--- src/genset_panel_pkg.sv ---
// Constants and types shared by the generator panel fault and relay logic
package genset_panel_pkg;

  // ---------------------------------------------------------------
  // Timing
  // ---------------------------------------------------------------
  localparam int unsigned CLK_HZ         = 40_000_000;
  localparam int unsigned TICK_US        = 1000;
  localparam int unsigned TICK_CYCLES    = CLK_HZ / 1_000_000 * TICK_US;
  localparam int unsigned SHORT_DELAY_MS = 100;
  localparam int unsigned LONG_DELAY_MS  = 1000;
  localparam int unsigned SHORT_TICKS    = SHORT_DELAY_MS * 1000 / TICK_US;
  localparam int unsigned LONG_TICKS     = LONG_DELAY_MS * 1000 / TICK_US;

  // ---------------------------------------------------------------
  // Register map (byte addresses)
  // ---------------------------------------------------------------
  localparam logic [7:0] CONFIG_OFFSET     = 8'h00;
  localparam logic [7:0] STATE_OFFSET      = 8'h04;
  localparam logic [7:0] IRQ_STATUS_OFFSET = 8'h08;
  localparam logic [7:0] IRQ_CLEAR_OFFSET  = 8'h0C;
  localparam logic [7:0] IRQ_ENABLE_OFFSET = 8'h10;

  localparam int unsigned CONFIG_WIDTH = 15;
  localparam logic [CONFIG_WIDTH-1:0] CONFIG_RESET = 15'h0000;
  localparam int unsigned EVENT_COUNT = 7;
  localparam logic [EVENT_COUNT-1:0] IRQ_ENABLE_RESET = 7'h00;

  // Fault input index
  localparam int unsigned FAULT_COUNT     = 5;
  localparam int unsigned COOLANT_IDX     = 0;
  localparam int unsigned LEAK_IDX        = 1;
  localparam int unsigned LUBE_IDX        = 2;
  localparam int unsigned OUTFAULT_IDX    = 3;
  localparam int unsigned STATOR_IDX      = 4;
  localparam int unsigned CHARGE_EVT_IDX  = 5;
  localparam int unsigned VOLTAGE_EVT_IDX = 6;

  // Uses of the generator output fault input
  typedef enum logic [1:0] {
    USE_OUTPUT_FAULT = 2'h0,
    USE_FUEL_LEVEL   = 2'h1,
    USE_OIL_TEMP     = 2'h2
  } outfault_use_type;

  // Dynamo excitation source
  typedef enum logic [1:0] {
    EXCITE_OPEN      = 2'h0,
    EXCITE_FUEL_PUMP = 2'h1,
    EXCITE_PANEL_ON  = 2'h2
  } excite_type;

  // Polarity bits: 0 = jumper 1-2 (normally closed), 1 = 2-3 (normally open).
  // Severity bits: 0 = jumper 1-2 (red, shutdown), 1 = 2-3 (yellow, warning).
  typedef struct packed {
    logic             panel_on;
    logic             twelve_volt_mode;
    logic             charge_sense_select;
    excite_type       excitation_source_select;
    logic             preheat_with_crank_link;
    outfault_use_type outfault_use;
    logic             outfault_severity_select;
    logic             leak_severity_select;
    logic [FAULT_COUNT-1:0] polarity_select;
  } config_type;

  typedef struct packed {
    logic [FAULT_COUNT-1:0] fault_red;
    logic                   leak_yellow;
    logic                   outfault_yellow;
    logic                   charge_red;
    logic                   charge_green;
    logic                   voltage_red;
    logic                   voltage_green;
  } led_type;

  typedef struct packed {
    logic preheat;
    logic fuel_pump;
    logic starter;
    logic excitation;
  } relay_type;

endpackage

--- src/genset_panel_fault_and_relay_logic.sv ---
// Generator panel: fault qualification, relay drive, indicators and APB registers
//
// Summary of operation
// - Lube pressure fault declared after 1 s.
// - Output fault and stator qualified 100 ms.
// - Polarity select: 1-2 closed OK, 2-3 open OK.
// - Fuel pump on only without enabled shutdown fault.
// - Start button overrides faults for fuel pump.
// - Preheat follows preheat button while crank link is off.
// - Crank link also drives preheat on start.
// - Starter active only while start pressed.
// - Leak severity: red shutdown or yellow warning.
// - Output fault severity: red shutdown or yellow.
// - Fuel level use: yellow, never shutdown.
// - Same input as oil overtemperature fault.
// - Excitation with fuel pump, panel-on, or never; only in 12 V mode.
// - Charge input OK low or high by select.
// - Output voltage OK while contact closed.
// - Red indicator shows each shutdown fault.
// - Coolant switch qualified 100 ms.
// - Water leak qualified 100 ms.
//
// The placing of the registers and the APB slave port are this design's own decisions.
`timescale 1ns/1ps
`default_nettype none

module genset_panel_fault_and_relay_logic
  import genset_panel_pkg::*;
#(
  parameter int unsigned TICK_LEN    = TICK_CYCLES,
  parameter int unsigned SHORT_COUNT = SHORT_TICKS,
  parameter int unsigned LONG_COUNT  = LONG_TICKS
) (
  // Clock and reset
  input  wire logic        pclk,
  input  wire logic        presetn,
  // APB slave
  input  wire logic        psel,
  input  wire logic        penable,
  input  wire logic        pwrite,
  input  wire logic [7:0]  paddr,
  input  wire logic [31:0] pwdata,
  output logic [31:0]      prdata,
  output logic             pready,
  output logic             pslverr,
  // Operator push-buttons, high while pressed
  input  wire logic        preheat_button,
  input  wire logic        start_button,
  // Sensor pins, high when the switch to ground is open
  input  wire logic        coolant_in,
  input  wire logic        leak_in,
  input  wire logic        lube_in,
  input  wire logic        generator_output_fault_in,
  input  wire logic        stator_in,
  input  wire logic        charge_status_in,
  input  wire logic        output_voltage_ok_in,
  // Relays and indicators
  output relay_type        relay,
  output led_type          led,
  // Interrupt
  output logic             irq
);

  // ---------------------------------------------------------------
  // Parameter checks
  // ---------------------------------------------------------------
  if (TICK_LEN < 2) begin : g_bad_tick
    $error("TICK_LEN must be at least 2");
  end
  if (SHORT_COUNT < 1 || LONG_COUNT < SHORT_COUNT) begin : g_bad_count
    $error("delay counts must satisfy 1 <= SHORT_COUNT <= LONG_COUNT");
  end

  localparam int unsigned TW = $clog2(TICK_LEN);
  localparam int unsigned CW = $clog2(LONG_COUNT + 1);

  function automatic logic [CW-1:0] to_count(input int unsigned value);
    return value[CW-1:0];
  endfunction

  // ---------------------------------------------------------------
  // Register state
  // ---------------------------------------------------------------
  config_type             config_reg;
  logic [EVENT_COUNT-1:0] irq_status_reg;
  logic [EVENT_COUNT-1:0] irq_enable_reg;
  logic [TW-1:0]          tick_count_reg;
  logic                   tick_reg;
  logic [CW-1:0]          qual_count_reg [FAULT_COUNT];
  logic [FAULT_COUNT-1:0] fault_reg;
  logic                   charge_fail_reg;
  logic                   voltage_fail_reg;

  // ---------------------------------------------------------------
  // System tick
  // ---------------------------------------------------------------
  // One shared prescaler keeps every delay counter narrow; its phase
  // against an input edge adds up to one tick of uncertainty
  always_ff @(posedge pclk or negedge presetn) begin
    if (!presetn) begin
      tick_count_reg <= '0;
      tick_reg       <= 1'b0;
    end else if (tick_count_reg == TW'(TICK_LEN - 1)) begin
      tick_count_reg <= '0;
      tick_reg       <= 1'b1;
    end else begin
      tick_count_reg <= tick_count_reg + 1'b1;
      tick_reg       <= 1'b0;
    end
  end

  // ---------------------------------------------------------------
  // Raw fault levels after polarity selection
  // ---------------------------------------------------------------
  logic [FAULT_COUNT-1:0] pin_level;
  logic [FAULT_COUNT-1:0] raw_fault;
  logic [CW-1:0]          qual_limit [FAULT_COUNT];

  assign pin_level[COOLANT_IDX]  = coolant_in;
  assign pin_level[LEAK_IDX]     = leak_in;
  assign pin_level[LUBE_IDX]     = lube_in;
  assign pin_level[OUTFAULT_IDX] = generator_output_fault_in;
  assign pin_level[STATOR_IDX]   = stator_in;

  // A closed switch pulls the pin low; normally closed faults on high
  assign raw_fault = pin_level ^ config_reg.polarity_select;

  always_comb begin
    for (int i = 0; i < FAULT_COUNT; i++) begin
      qual_limit[i] = to_count(SHORT_COUNT);
    end
    qual_limit[LUBE_IDX] = to_count(LONG_COUNT);
  end

  // ---------------------------------------------------------------
  // Fault qualification
  // ---------------------------------------------------------------
  // Only the onset is delayed; a fault clears as soon as the pin recovers
  // The first tick may come right after the onset, so a fault qualifies
  // after between limit-1 and limit tick periods
  always_ff @(posedge pclk or negedge presetn) begin
    if (!presetn) begin
      for (int i = 0; i < FAULT_COUNT; i++) begin
        qual_count_reg[i] <= '0;
      end
      fault_reg <= '0;
    end else begin
      for (int i = 0; i < FAULT_COUNT; i++) begin
        if (!raw_fault[i]) begin
          qual_count_reg[i] <= '0;
          fault_reg[i]      <= 1'b0;
        end else if (qual_count_reg[i] >= qual_limit[i]) begin
          fault_reg[i] <= 1'b1;
        end else if (tick_reg) begin
          qual_count_reg[i] <= qual_count_reg[i] + 1'b1;
        end
      end
    end
  end

  // ---------------------------------------------------------------
  // Charge and output voltage status
  // ---------------------------------------------------------------
  logic charge_fail;
  logic voltage_fail;

  // Select 0 expects a healthy charge signal low, select 1 expects it high
  assign charge_fail  = charge_status_in ^ config_reg.charge_sense_select;
  // A released contact reads high through the pull-up, which means not OK
  assign voltage_fail = output_voltage_ok_in;

  always_ff @(posedge pclk or negedge presetn) begin
    if (!presetn) begin
      charge_fail_reg  <= 1'b0;
      voltage_fail_reg <= 1'b0;
    end else begin
      charge_fail_reg  <= charge_fail;
      voltage_fail_reg <= voltage_fail;
    end
  end

  // ---------------------------------------------------------------
  // Severity decode
  // ---------------------------------------------------------------
  logic outfault_is_fault;
  logic outfault_warns;
  logic leak_warns;
  logic [FAULT_COUNT-1:0] shutdown_fault;
  logic                   any_shutdown;

  // Oil overtemperature always stops the engine; fuel level only warns
  assign leak_warns = config_reg.leak_severity_select;
  always_comb begin
    case (config_reg.outfault_use)
      USE_OUTPUT_FAULT: begin
        outfault_is_fault = 1'b1;
        outfault_warns    = config_reg.outfault_severity_select;
      end
      USE_FUEL_LEVEL: begin
        outfault_is_fault = 1'b1;
        outfault_warns    = 1'b1;
      end
      USE_OIL_TEMP: begin
        outfault_is_fault = 1'b1;
        outfault_warns    = 1'b0;
      end
      default: begin
        outfault_is_fault = 1'b0;
        outfault_warns    = 1'b1;
      end
    endcase
  end

  always_comb begin
    shutdown_fault               = fault_reg;
    shutdown_fault[LEAK_IDX]     = fault_reg[LEAK_IDX] & ~leak_warns;
    shutdown_fault[OUTFAULT_IDX] = fault_reg[OUTFAULT_IDX] & outfault_is_fault
                                   & ~outfault_warns;
  end

  assign any_shutdown = |shutdown_fault;

  // ---------------------------------------------------------------
  // Relay drive
  // ---------------------------------------------------------------
  logic fuel_pump_next;
  logic excitation_next;

  // Start button masks fault evaluation so the engine can be cranked
  assign fuel_pump_next = start_button | ~any_shutdown;

  always_comb begin
    case (config_reg.excitation_source_select)
      EXCITE_FUEL_PUMP: excitation_next = fuel_pump_next;
      EXCITE_PANEL_ON:  excitation_next = config_reg.panel_on;
      // Open and the unused fourth code leave the dynamo unexcited
      default:          excitation_next = 1'b0;
    endcase
    // Excitation resistor only exists in the 12 V build
    excitation_next = excitation_next & config_reg.twelve_volt_mode;
  end

  always_ff @(posedge pclk or negedge presetn) begin
    if (!presetn) begin
      relay <= '0;
    end else begin
      relay.preheat    <= preheat_button
                          | (config_reg.preheat_with_crank_link & start_button);
      relay.fuel_pump  <= fuel_pump_next;
      relay.starter    <= start_button;
      relay.excitation <= excitation_next;
    end
  end

  // ---------------------------------------------------------------
  // Indicators
  // ---------------------------------------------------------------
  always_ff @(posedge pclk or negedge presetn) begin
    if (!presetn) begin
      led <= '0;
    end else begin
      led.fault_red       <= shutdown_fault;
      led.leak_yellow     <= fault_reg[LEAK_IDX] & leak_warns;
      // An ignored input lights nothing
      led.outfault_yellow <= fault_reg[OUTFAULT_IDX] & outfault_is_fault
                             & outfault_warns;
      led.charge_red      <= charge_fail_reg;
      led.charge_green    <= ~charge_fail_reg;
      led.voltage_red     <= voltage_fail_reg;
      led.voltage_green   <= ~voltage_fail_reg;
    end
  end

  // ---------------------------------------------------------------
  // Events
  // ---------------------------------------------------------------
  logic [EVENT_COUNT-1:0] event_level;
  logic [EVENT_COUNT-1:0] event_level_reg;
  logic [EVENT_COUNT-1:0] event_pulse;

  assign event_level = {voltage_fail_reg, charge_fail_reg, fault_reg};
  // Only the rise of a level raises an event, so a standing fault does
  // not set again a status bit that software has cleared
  assign event_pulse = event_level & ~event_level_reg;

  always_ff @(posedge pclk or negedge presetn) begin
    if (!presetn) begin
      event_level_reg <= '0;
    end else begin
      event_level_reg <= event_level;
    end
  end

  // ---------------------------------------------------------------
  // APB slave
  // ---------------------------------------------------------------
  logic access;
  logic write_strobe;
  logic addr_mapped;
  logic [31:0] read_value;

  // One wait state: pready rises on the second access cycle
  assign access       = psel & penable;
  assign write_strobe = access & pready & pwrite;

  // Write decode shared by every writable offset
  function automatic logic reg_hit(input logic strobe, input logic [7:0] addr,
                                   input logic [7:0] offset);
    return strobe && (addr == offset);
  endfunction

  // Unmapped offsets answer with an error and read as zero
  always_comb begin
    addr_mapped = 1'b1;
    read_value  = 32'h0000_0000;
    case (paddr)
      CONFIG_OFFSET:     read_value = 32'(config_reg);
      STATE_OFFSET:      read_value = {16'h0000, 4'h0, relay, 1'b0, voltage_fail_reg,
                                       charge_fail_reg, fault_reg};
      IRQ_STATUS_OFFSET: read_value = 32'(irq_status_reg);
      IRQ_CLEAR_OFFSET:  read_value = 32'h0000_0000;
      IRQ_ENABLE_OFFSET: read_value = 32'(irq_enable_reg);
      default:           addr_mapped = 1'b0;
    endcase
  end

  always_ff @(posedge pclk or negedge presetn) begin
    if (!presetn) begin
      pready  <= 1'b0;
      pslverr <= 1'b0;
      prdata  <= 32'h0000_0000;
    end else begin
      pready  <= access & ~pready;
      pslverr <= access & ~pready & ~addr_mapped;
      prdata  <= (access & ~pready & ~pwrite) ? read_value : 32'h0000_0000;
    end
  end

  always_ff @(posedge pclk or negedge presetn) begin
    if (!presetn) begin
      config_reg     <= config_type'(CONFIG_RESET);
      irq_enable_reg <= IRQ_ENABLE_RESET;
    end else begin
      if (reg_hit(write_strobe, paddr, CONFIG_OFFSET)) begin
        config_reg <= config_type'(pwdata[CONFIG_WIDTH-1:0]);
      end
      if (reg_hit(write_strobe, paddr, IRQ_ENABLE_OFFSET)) begin
        irq_enable_reg <= pwdata[EVENT_COUNT-1:0];
      end
    end
  end

  // ---------------------------------------------------------------
  // Interrupt
  // ---------------------------------------------------------------
  logic [EVENT_COUNT-1:0] clear_mask;

  assign clear_mask = reg_hit(write_strobe, paddr, IRQ_CLEAR_OFFSET) ?
                      pwdata[EVENT_COUNT-1:0] : '0;

  // A new event in the clearing cycle stays set
  always_ff @(posedge pclk or negedge presetn) begin
    if (!presetn) begin
      irq_status_reg <= '0;
      irq            <= 1'b0;
    end else begin
      irq_status_reg <= (irq_status_reg & ~clear_mask) | event_pulse;
      irq            <= |(((irq_status_reg & ~clear_mask) | event_pulse) & irq_enable_reg);
    end
  end

endmodule

`default_nettype wire

--- config.mk ---
export PLATFORM = sky130hd
export DESIGN_NAME = genset_panel_fault_and_relay_logic
export DESIGN_NICKNAME = d
export VERILOG_FILES = /design/src/genset_panel_pkg.sv /design/src/genset_panel_fault_and_relay_logic.sv
export SDC_FILE = /design/constraint.sdc
export NUM_CORES = 1
export LEC_CHECK = 0
export BUFFER_PORTS_ARGS = -buffer_cell sky130_fd_sc_hd__clkbuf_2
export CAP_MARGIN = 0
export CORE_AREA = 5 5 122 124
export CTS_CLUSTER_SIZE = 20
export DETAILED_ROUTE_END_ITERATION = 10
export DIE_AREA = 0 0 127 129
export PLACE_DENSITY = 0.65
export SYNTH_ARGS = -nofsm -noshare
export SYNTH_HDL_FRONTEND = slang
export SYNTH_SLANG_ARGS = --single-unit
--- constraint.sdc ---
create_clock -name pclk -period 2.3 [get_ports pclk]
set_input_delay 0 -clock pclk [delete_from_list [all_inputs] [get_ports pclk]]
set_output_delay 0 -clock pclk [all_outputs]
set_load 0.005 [all_outputs]
==> results.md, run 1 <==
- Ports: approximately 100
- Unrepaired setup endpoints after global routing: no
- Clock Latency Late Sink: 0.42 ns
- Reg2reg setup slack: around 0.35 ns
- Sequential fraction of the synthesis area: 0.574
- Global-route wire length before repair: ~21000 µm
- CTS tree: built
- Min Tclk post-route: ~1.9 ns
- Syn. warnings: 0
- Max_cap viols: 0
- Crit path from: qual_count_reg[2]
- Final Max Slew Viols: 0
- EDFF count, synth: 0
- Crit-path cells: o311ai_0, nand3_1, nor3_1, xnor2_1, nor2_1
- RR Startpoint: qual_count_reg[2]
- Antenna violations before repair: 0
- Vias per cell: roughly 5.0
- Fmax: 514 MHz
- Data required, critical path: around 2.6 ns
- Max reg flops: 50
- Worst r2r path cells: 5
- Wirelength per Cell: between 10 and 15 µm
- Die Span X: about 130 µm
- Crit path launch type: register
- Register area: about 3500 µm²
- Mapped Avg Cell Area: between 10 and 15 µm²
- Clock skew: between 0.01 and 0.015 ns
- Data arrival, critical path: 2.21 ns
- Finished Cell Area: about 7400 µm²
- Run status: complete, no violations
- Total setup buffers inserted after CTS: 0
- Worst-margin pin slew: approximately 0.86 ns
- Top Family by Delay on Critical Path: simple AND/OR/NAND/NOR gates
- Hold WC Path Type: input port to register
- GRT Residual Overflow: 0
- Crit path depth: 5
- Period Utilization, post-route: 0.846
- Post-cts sizing count: 0
- Hold Vio Cnt, Final: 0
- Detailed Route WL: roughly 12000 µm
- Total clock buffers created by CTS: 17
- Most frequent cells in the layout: 138 x dfrtp_1, 68 x clkbuf_2, 64 x nor2_1
- Number of global-route vias before repair: 4304
- Layout overhead on the synthesized area: 23.2%
- Crit path kind: register to register
- Layout net count: ~710
- Area of the multi-input gates: 2280 µm²
- Layout cells sized above 1: 0.209
- Synth cell types: 48
- Setup tns final: 0 ns
- Mapped Cells: 537
- Height of the die: 129 µm
- Final ANT Viol Nets: 0
- Commonest non-fill, non-tap cell in the layout: dfrtp_1
- Rows: between 40 and 50
- Max clock buf depth: 2
- Reg-to-Reg End: qual_count_reg[5]
- Final Wtd Congestion: 0.856
- CP endpoint: qual_count_reg[5]
- Largest net degree at the start of global routing: 55
- Crit. End Element: register
- Peak supply drop: roughly 0.57 mV
- Gr usage total: 0.158
- Core box area: between 10000 and 15000 µm²
- Routed vias: between 4000 and 5000
- Post-detail-place hpwl: roughly 9000 µm
- Ys flop type: dfrtp_1
- H-tree depth: 4
- Initial Util: 0.440
- Die Area: roughly 16000 µm²
- Port bufs: 69
- Drt pass-1 iters: 4
- Slowest cell on crit path: o311ai_0
- CP max stage delay: just under 0.6 ns
- FFs w/ async S/R, synth: 1.00
- Num Clock Sinks: ~140
- Buffers & Inverters on Critical Path: 0
- Critical Path Fanout Max: 4
- Clock root buffer: clkbuf_16
- Power Density: roughly 760 nW/µm²
- Yosys reg bits: 138
- FILL cells: between 1000 and 1500
- Area after DPL: between 6000 and 7000 µm²
- Relative slew slack: 0.419
- Final setup violation count: 0
- Hold Buf Count CTS: 23
- Leak: about 3.5 nW
- Clock-pin slew on the worst setup and hold paths: approximately 0.06 ns
- Post-Syn Area: approximately 6000 µm²
- Post-route DRC: 0
- 1st-iter DRT viols: 350
- Ant. Diodes: 0
-- layer usage --
metal	GRT usage	vias to the layer above	wire length (µm)
li1	-	2006	-
met1	0.202	2046	5520
met2	0.258	124	5930
met3	0.0436	18	727
met4	0.0599	0	207
met5	0	-	0
-- tightest hold or removal path: cells and delay by family --
| family | cells | cell delay [ns] |
|---|---|---|
| and+or+nand+nor | 2 | 0.33 |
| buffers and inverters | 1 | 0.10 |
-- cell usage after synthesis (3+ instances only) --
| cell | n | area share |
|---|---|---|
| inv_1 | 26 | 0.016 |
| a22oi_1 | 21 | 0.026 |
| mux2_4 | 4 | 0.010 |
| mux2i_1 | 5 | 0.0083 |
| o21ai_0 | 10 | 0.0083 |
| nor4_1 | 3 | 0.0031 |
| nor3_1 | 14 | 0.012 |
| nor3b_1 | 3 | 0.0037 |
| xor2_1 | 19 | 0.028 |
| clkbuf_1 | 12 | 0.0075 |
| a31oi_1 | 7 | 0.0073 |
| and3_1 | 12 | 0.012 |
| buf_4 | 22 | 0.027 |
| or3_1 | 4 | 0.0042 |
| o311ai_0 | 4 | 0.0058 |
| nor2b_1 | 14 | 0.015 |
| nor2_1 | 64 | 0.040 |
| nand3_1 | 16 | 0.013 |
| xnor2_1 | 28 | 0.041 |
| dfrtp_1 | 138 | 0.57 |
| nand2_1 | 30 | 0.019 |
| nand4_1 | 8 | 0.0083 |
| buf_2 | 3 | 0.0025 |
| o41ai_1 | 5 | 0.0073 |
| mux2_2 | 14 | 0.026 |
| a21oi_1 | 12 | 0.010 |
| ha_1 | 13 | 0.027 |
-- layout make-up --
class / count / area share
Multi-Input combinational cell: 350 / 0.307
Clock inverter: 10 / 0.0252
Clock buffer: 22 / 0.0640
Sequential cell: 138 / 0.466
Timing Repair Buffer: 106 / 0.0944
Inverter: 26 / 0.0132
Tap cell: 180 / 0.0304
-- worst min path at each step --
stage                   from            endpoint  slack [ns]  depth (start not counted)
floorplan            presetn     charge_fail_reg       -0.30                          0
global placement     presetn  qual_count_reg[27]       -0.02                          1
detailed placement   presetn  qual_count_reg[25]       -0.01                          1
CTS                 paddr[6]             pslverr        0.06                          3
global route            psel          prdata[13]        0.11                          4
finish              paddr[6]             pslverr        0.08                          3
-- logic make-up after synthesis --
| kind of cell | after synthesis | share of synthesized area |
|---|---|---|
| other | 1 | 0.000623 |
| AND/OR/NAND/NOR | 179 | 0.147 |
| XOR/XNOR | 47 | 0.0684 |
| buffers and inverters | 65 | 0.0574 |
| multiplexers | 24 | 0.0464 |
| adder cells (fa/ha/maj) | 13 | 0.0270 |
| flip-flops | 138 | 0.574 |
| AO/OA/AOI/OAI | 70 | 0.0784 |
-- power breakdown --
group          internal [mW]  switching, mW  leakage [nW]
clock network           2.01          0.993         0.325
registers               2.44        0.00650          1.84
logic                 0.0729          0.115          1.33
total                   4.53           1.12          3.50
-- through the flow --
| stage | setup WS [ns] | power [mW] | util | hold slack, ns | cells |
|---|---|---|---|---|---|
| after global placement | 0.379 | 2.65 | 0.477 | -0.0235 | 777 |
| after global routing | 0.106 | 5.84 | 0.542 | 0.110 | 832 |
| after CTS | 0.325 | 5.71 | 0.542 | 0.0559 | 832 |
| after floorplan | 0.320 | 2.56 | - | -0.296 | 553 |
| final | 0.354 | 5.64 | 0.542 | 0.0755 | 832 |
| after detailed placement | 0.309 | 2.65 | 0.477 | -0.0134 | 777 |
Note: power is estimated with default switching activity, not from simulation.
==> run 2: changes to the inputs <==
PLACE_DENSITY = 0.68   (was 0.65)
clock period = 1.7 ns   (was 2.3 ns; I/O delays follow)
==> run 2 against run 1 <==
  * Combinational power is 48% higher
  * Highest routed layer unchanged
  * Non-clock buffer count is 29 higher
  * Final cell count is 3.4% higher
  * Worst hold slack worse by 0.050 ns
  * First-iteration DRC count is 30% lower
  * Sequential share of layout area is 1.8 points lower
==> results.md, run 2 (synthesis results as in run 1) <==
- Run status: complete, no violations
- H-tree depth: 4 (unchanged)
- Num Clock Sinks: 138 (unchanged)
- 1st-iter DRT viols: 244 (-30%)
- Max_cap viols: 0 (unchanged)
- GRT Residual Overflow: 0 (unchanged)
- Hold WC Path Type: input port to register
- Initial Util: 0.440 (unchanged)
- Clock-pin slew on the worst setup and hold paths: 0.06 ns (about the same)
- Worst r2r path cells: 6 (+1)
- Post-route DRC: 0 (unchanged)
- Fmax: 627 MHz (+22%)
- Routed vias: 4326 (+3.1%)
- Crit path launch type: register
- Period Utilization, post-route: 0.938 (+0.0920)
- Peak supply drop: 0.760 mV (+33%)
- Commonest non-fill, non-tap cell in the layout: dfrtp_1
- Final Max Slew Viols: 0 (unchanged)
- Final setup violation count: 0 (unchanged)
- Crit. End Element: register
- Port bufs: 69 (unchanged)
- Number of global-route vias before repair: 4458 (+3.6%)
- CTS tree: built
- Ant. Diodes: 0 (unchanged)
- Clock root buffer: clkbuf_16
- RR Startpoint: pready
- Hold Path Cell Cnt: 4 (+1)
- Core box area: 13700 µm² (unchanged)
- Rows: 43 (unchanged)
- Antenna violations before repair: 0 (unchanged)
- Final Wtd Congestion: 0.889 (+3.8%)
- Max clock buf depth: 2 (unchanged)
- Die Area: 16400 µm² (unchanged)
- Final ANT Viol Nets: 0 (unchanged)
- Reg-to-Reg End: irq
- Data required, critical path: 1.98 ns (-0.58 ns)
- Data arrival, critical path: 1.88 ns (-0.33 ns)
- Power Density: 989 nW/µm² (+30%)
- Min Tclk post-route: 1.59 ns (-0.351 ns)
- Layout cells sized above 1: 0.260 (+0.0517)
- Largest net degree at the start of global routing: 52 (-5.5%)
- Setup WS pre-CTS: -0.229 ns (-0.538 ns)
- Wirelength per Cell: 15.1 µm (+1.6%)
- Crit path kind: register to register
- Leak: 3.67 nW (+5.0%)
- Hold Vio Cnt, Final: 0 (unchanged)
- Setup WS post-layout: 0.105 ns (-0.249 ns)
- Hold endpoint: qual_count_reg[45]
- Detailed Route WL: 13000 µm (+5.0%)
- Ports: 104 (unchanged)
- Clock skew: 0.00829 ns (-0.00195 ns)
- Pwr Total: 7.63 mW (+35%)
- Global-route wire length before repair: 21500 µm (+4.2%)
- Critical Path Fanout Max: 9 (+5)
- Layout overhead on the synthesized area: 28.3%
- Layout net count: 735 (+4.1%)
- Die Span X: 127 µm (unchanged)
- Gr usage total: 0.165 (+0.00733)
- Reg2reg setup slack: 0.11 ns (-0.25 ns)
- Post-detail-place hpwl: 9160 µm (+4.2%)
- Min-delay src: coolant_in
- Max reg flops: 50 (unchanged)
- Height of the die: 129 µm (unchanged)
- Clock Latency Late Sink: 0.41 ns (about the same)
- Most frequent cells in the layout: 138 x dfrtp_1, 68 x clkbuf_2, 64 x nor2_1
- Total clock buffers created by CTS: 17 (unchanged)
- Vias per cell: 5.03 (-0.21%)
- Drt pass-1 iters: 4 (unchanged)
==> run 2: metal layers <==
metal  global-route usage  vias up  wire length [µm]
met5                    0        -                 0
met4               0.0599        0               118
met3               0.0511       13               716
met2                0.271      107              6500
met1                0.208     2133              5680
li1                     -     2073                 -
==> run 2: worst max path at each step <==
stage	from	endpoint
3_3_place_gp	paddr[4]	irq
3_5_place_dp	paddr[4]	irq
5_1_grt	tick_count_reg[0]	tick_count_reg[12]
2_1_floorplan	paddr[1]	config_reg[1]
6_report	pready	irq
4_1_cts	pready	irq
==> run 2: layout make-up <==
| cell class | count | area [µm²] |
|---|---|---|
| Fill cell | 1142 | 5950 |
| Sequential cell | 138 | 3450 |
| Multi-Input combinational cell | 350 | 2360 |
| Timing Repair Buffer | 135 | 931 |
| Clock buffer | 21 | 460 |
| Tap cell | 180 | 225 |
| Clock inverter | 10 | 190 |
| Inverter | 26 | 97.6 |
==> run 2: per-stage QoR <==
stage	cell area [µm²]	cells	util	TNS (ns)	hold slack, ns
floorplan	6080	553	-	-2.68	-0.296
global placement	6760	806	0.494	-1.38	-0.0221
detailed placement	6760	806	0.494	-2.07	-0.0178
CTS	7630	859	0.558	0	0.0100
global route	7710	860	0.565	-0.108	0.0314
finish	7710	860	0.565	0	0.0252
==> run 2: timing repair <==
item / in CTS / in global routing
gates resized for setup: 0 / 19
buffers inserted: 0 / 1
hold endpoints to repair: 171 / 0
hold buffers: 22 / 0
endpoints found under the setup margin: 0 / 22
==> run 2: critical path, cell delays in order (launching register included) <==
cell	delay (ns)
dfrtp_1	0.37
nand4_1	0.10
buf_6	0.17
o41ai_2	0.31
o21ai_1	0.15
a222oi_1	0.24
nand3_1	0.12
==> run 2: report_power, final <==
group / switching, mW / internal, mW
Sequential: 0.0102 / 3.30
Clock: 1.36 / 2.68
Combinational: 0.162 / 0.116
Total: 1.53 / 6.10
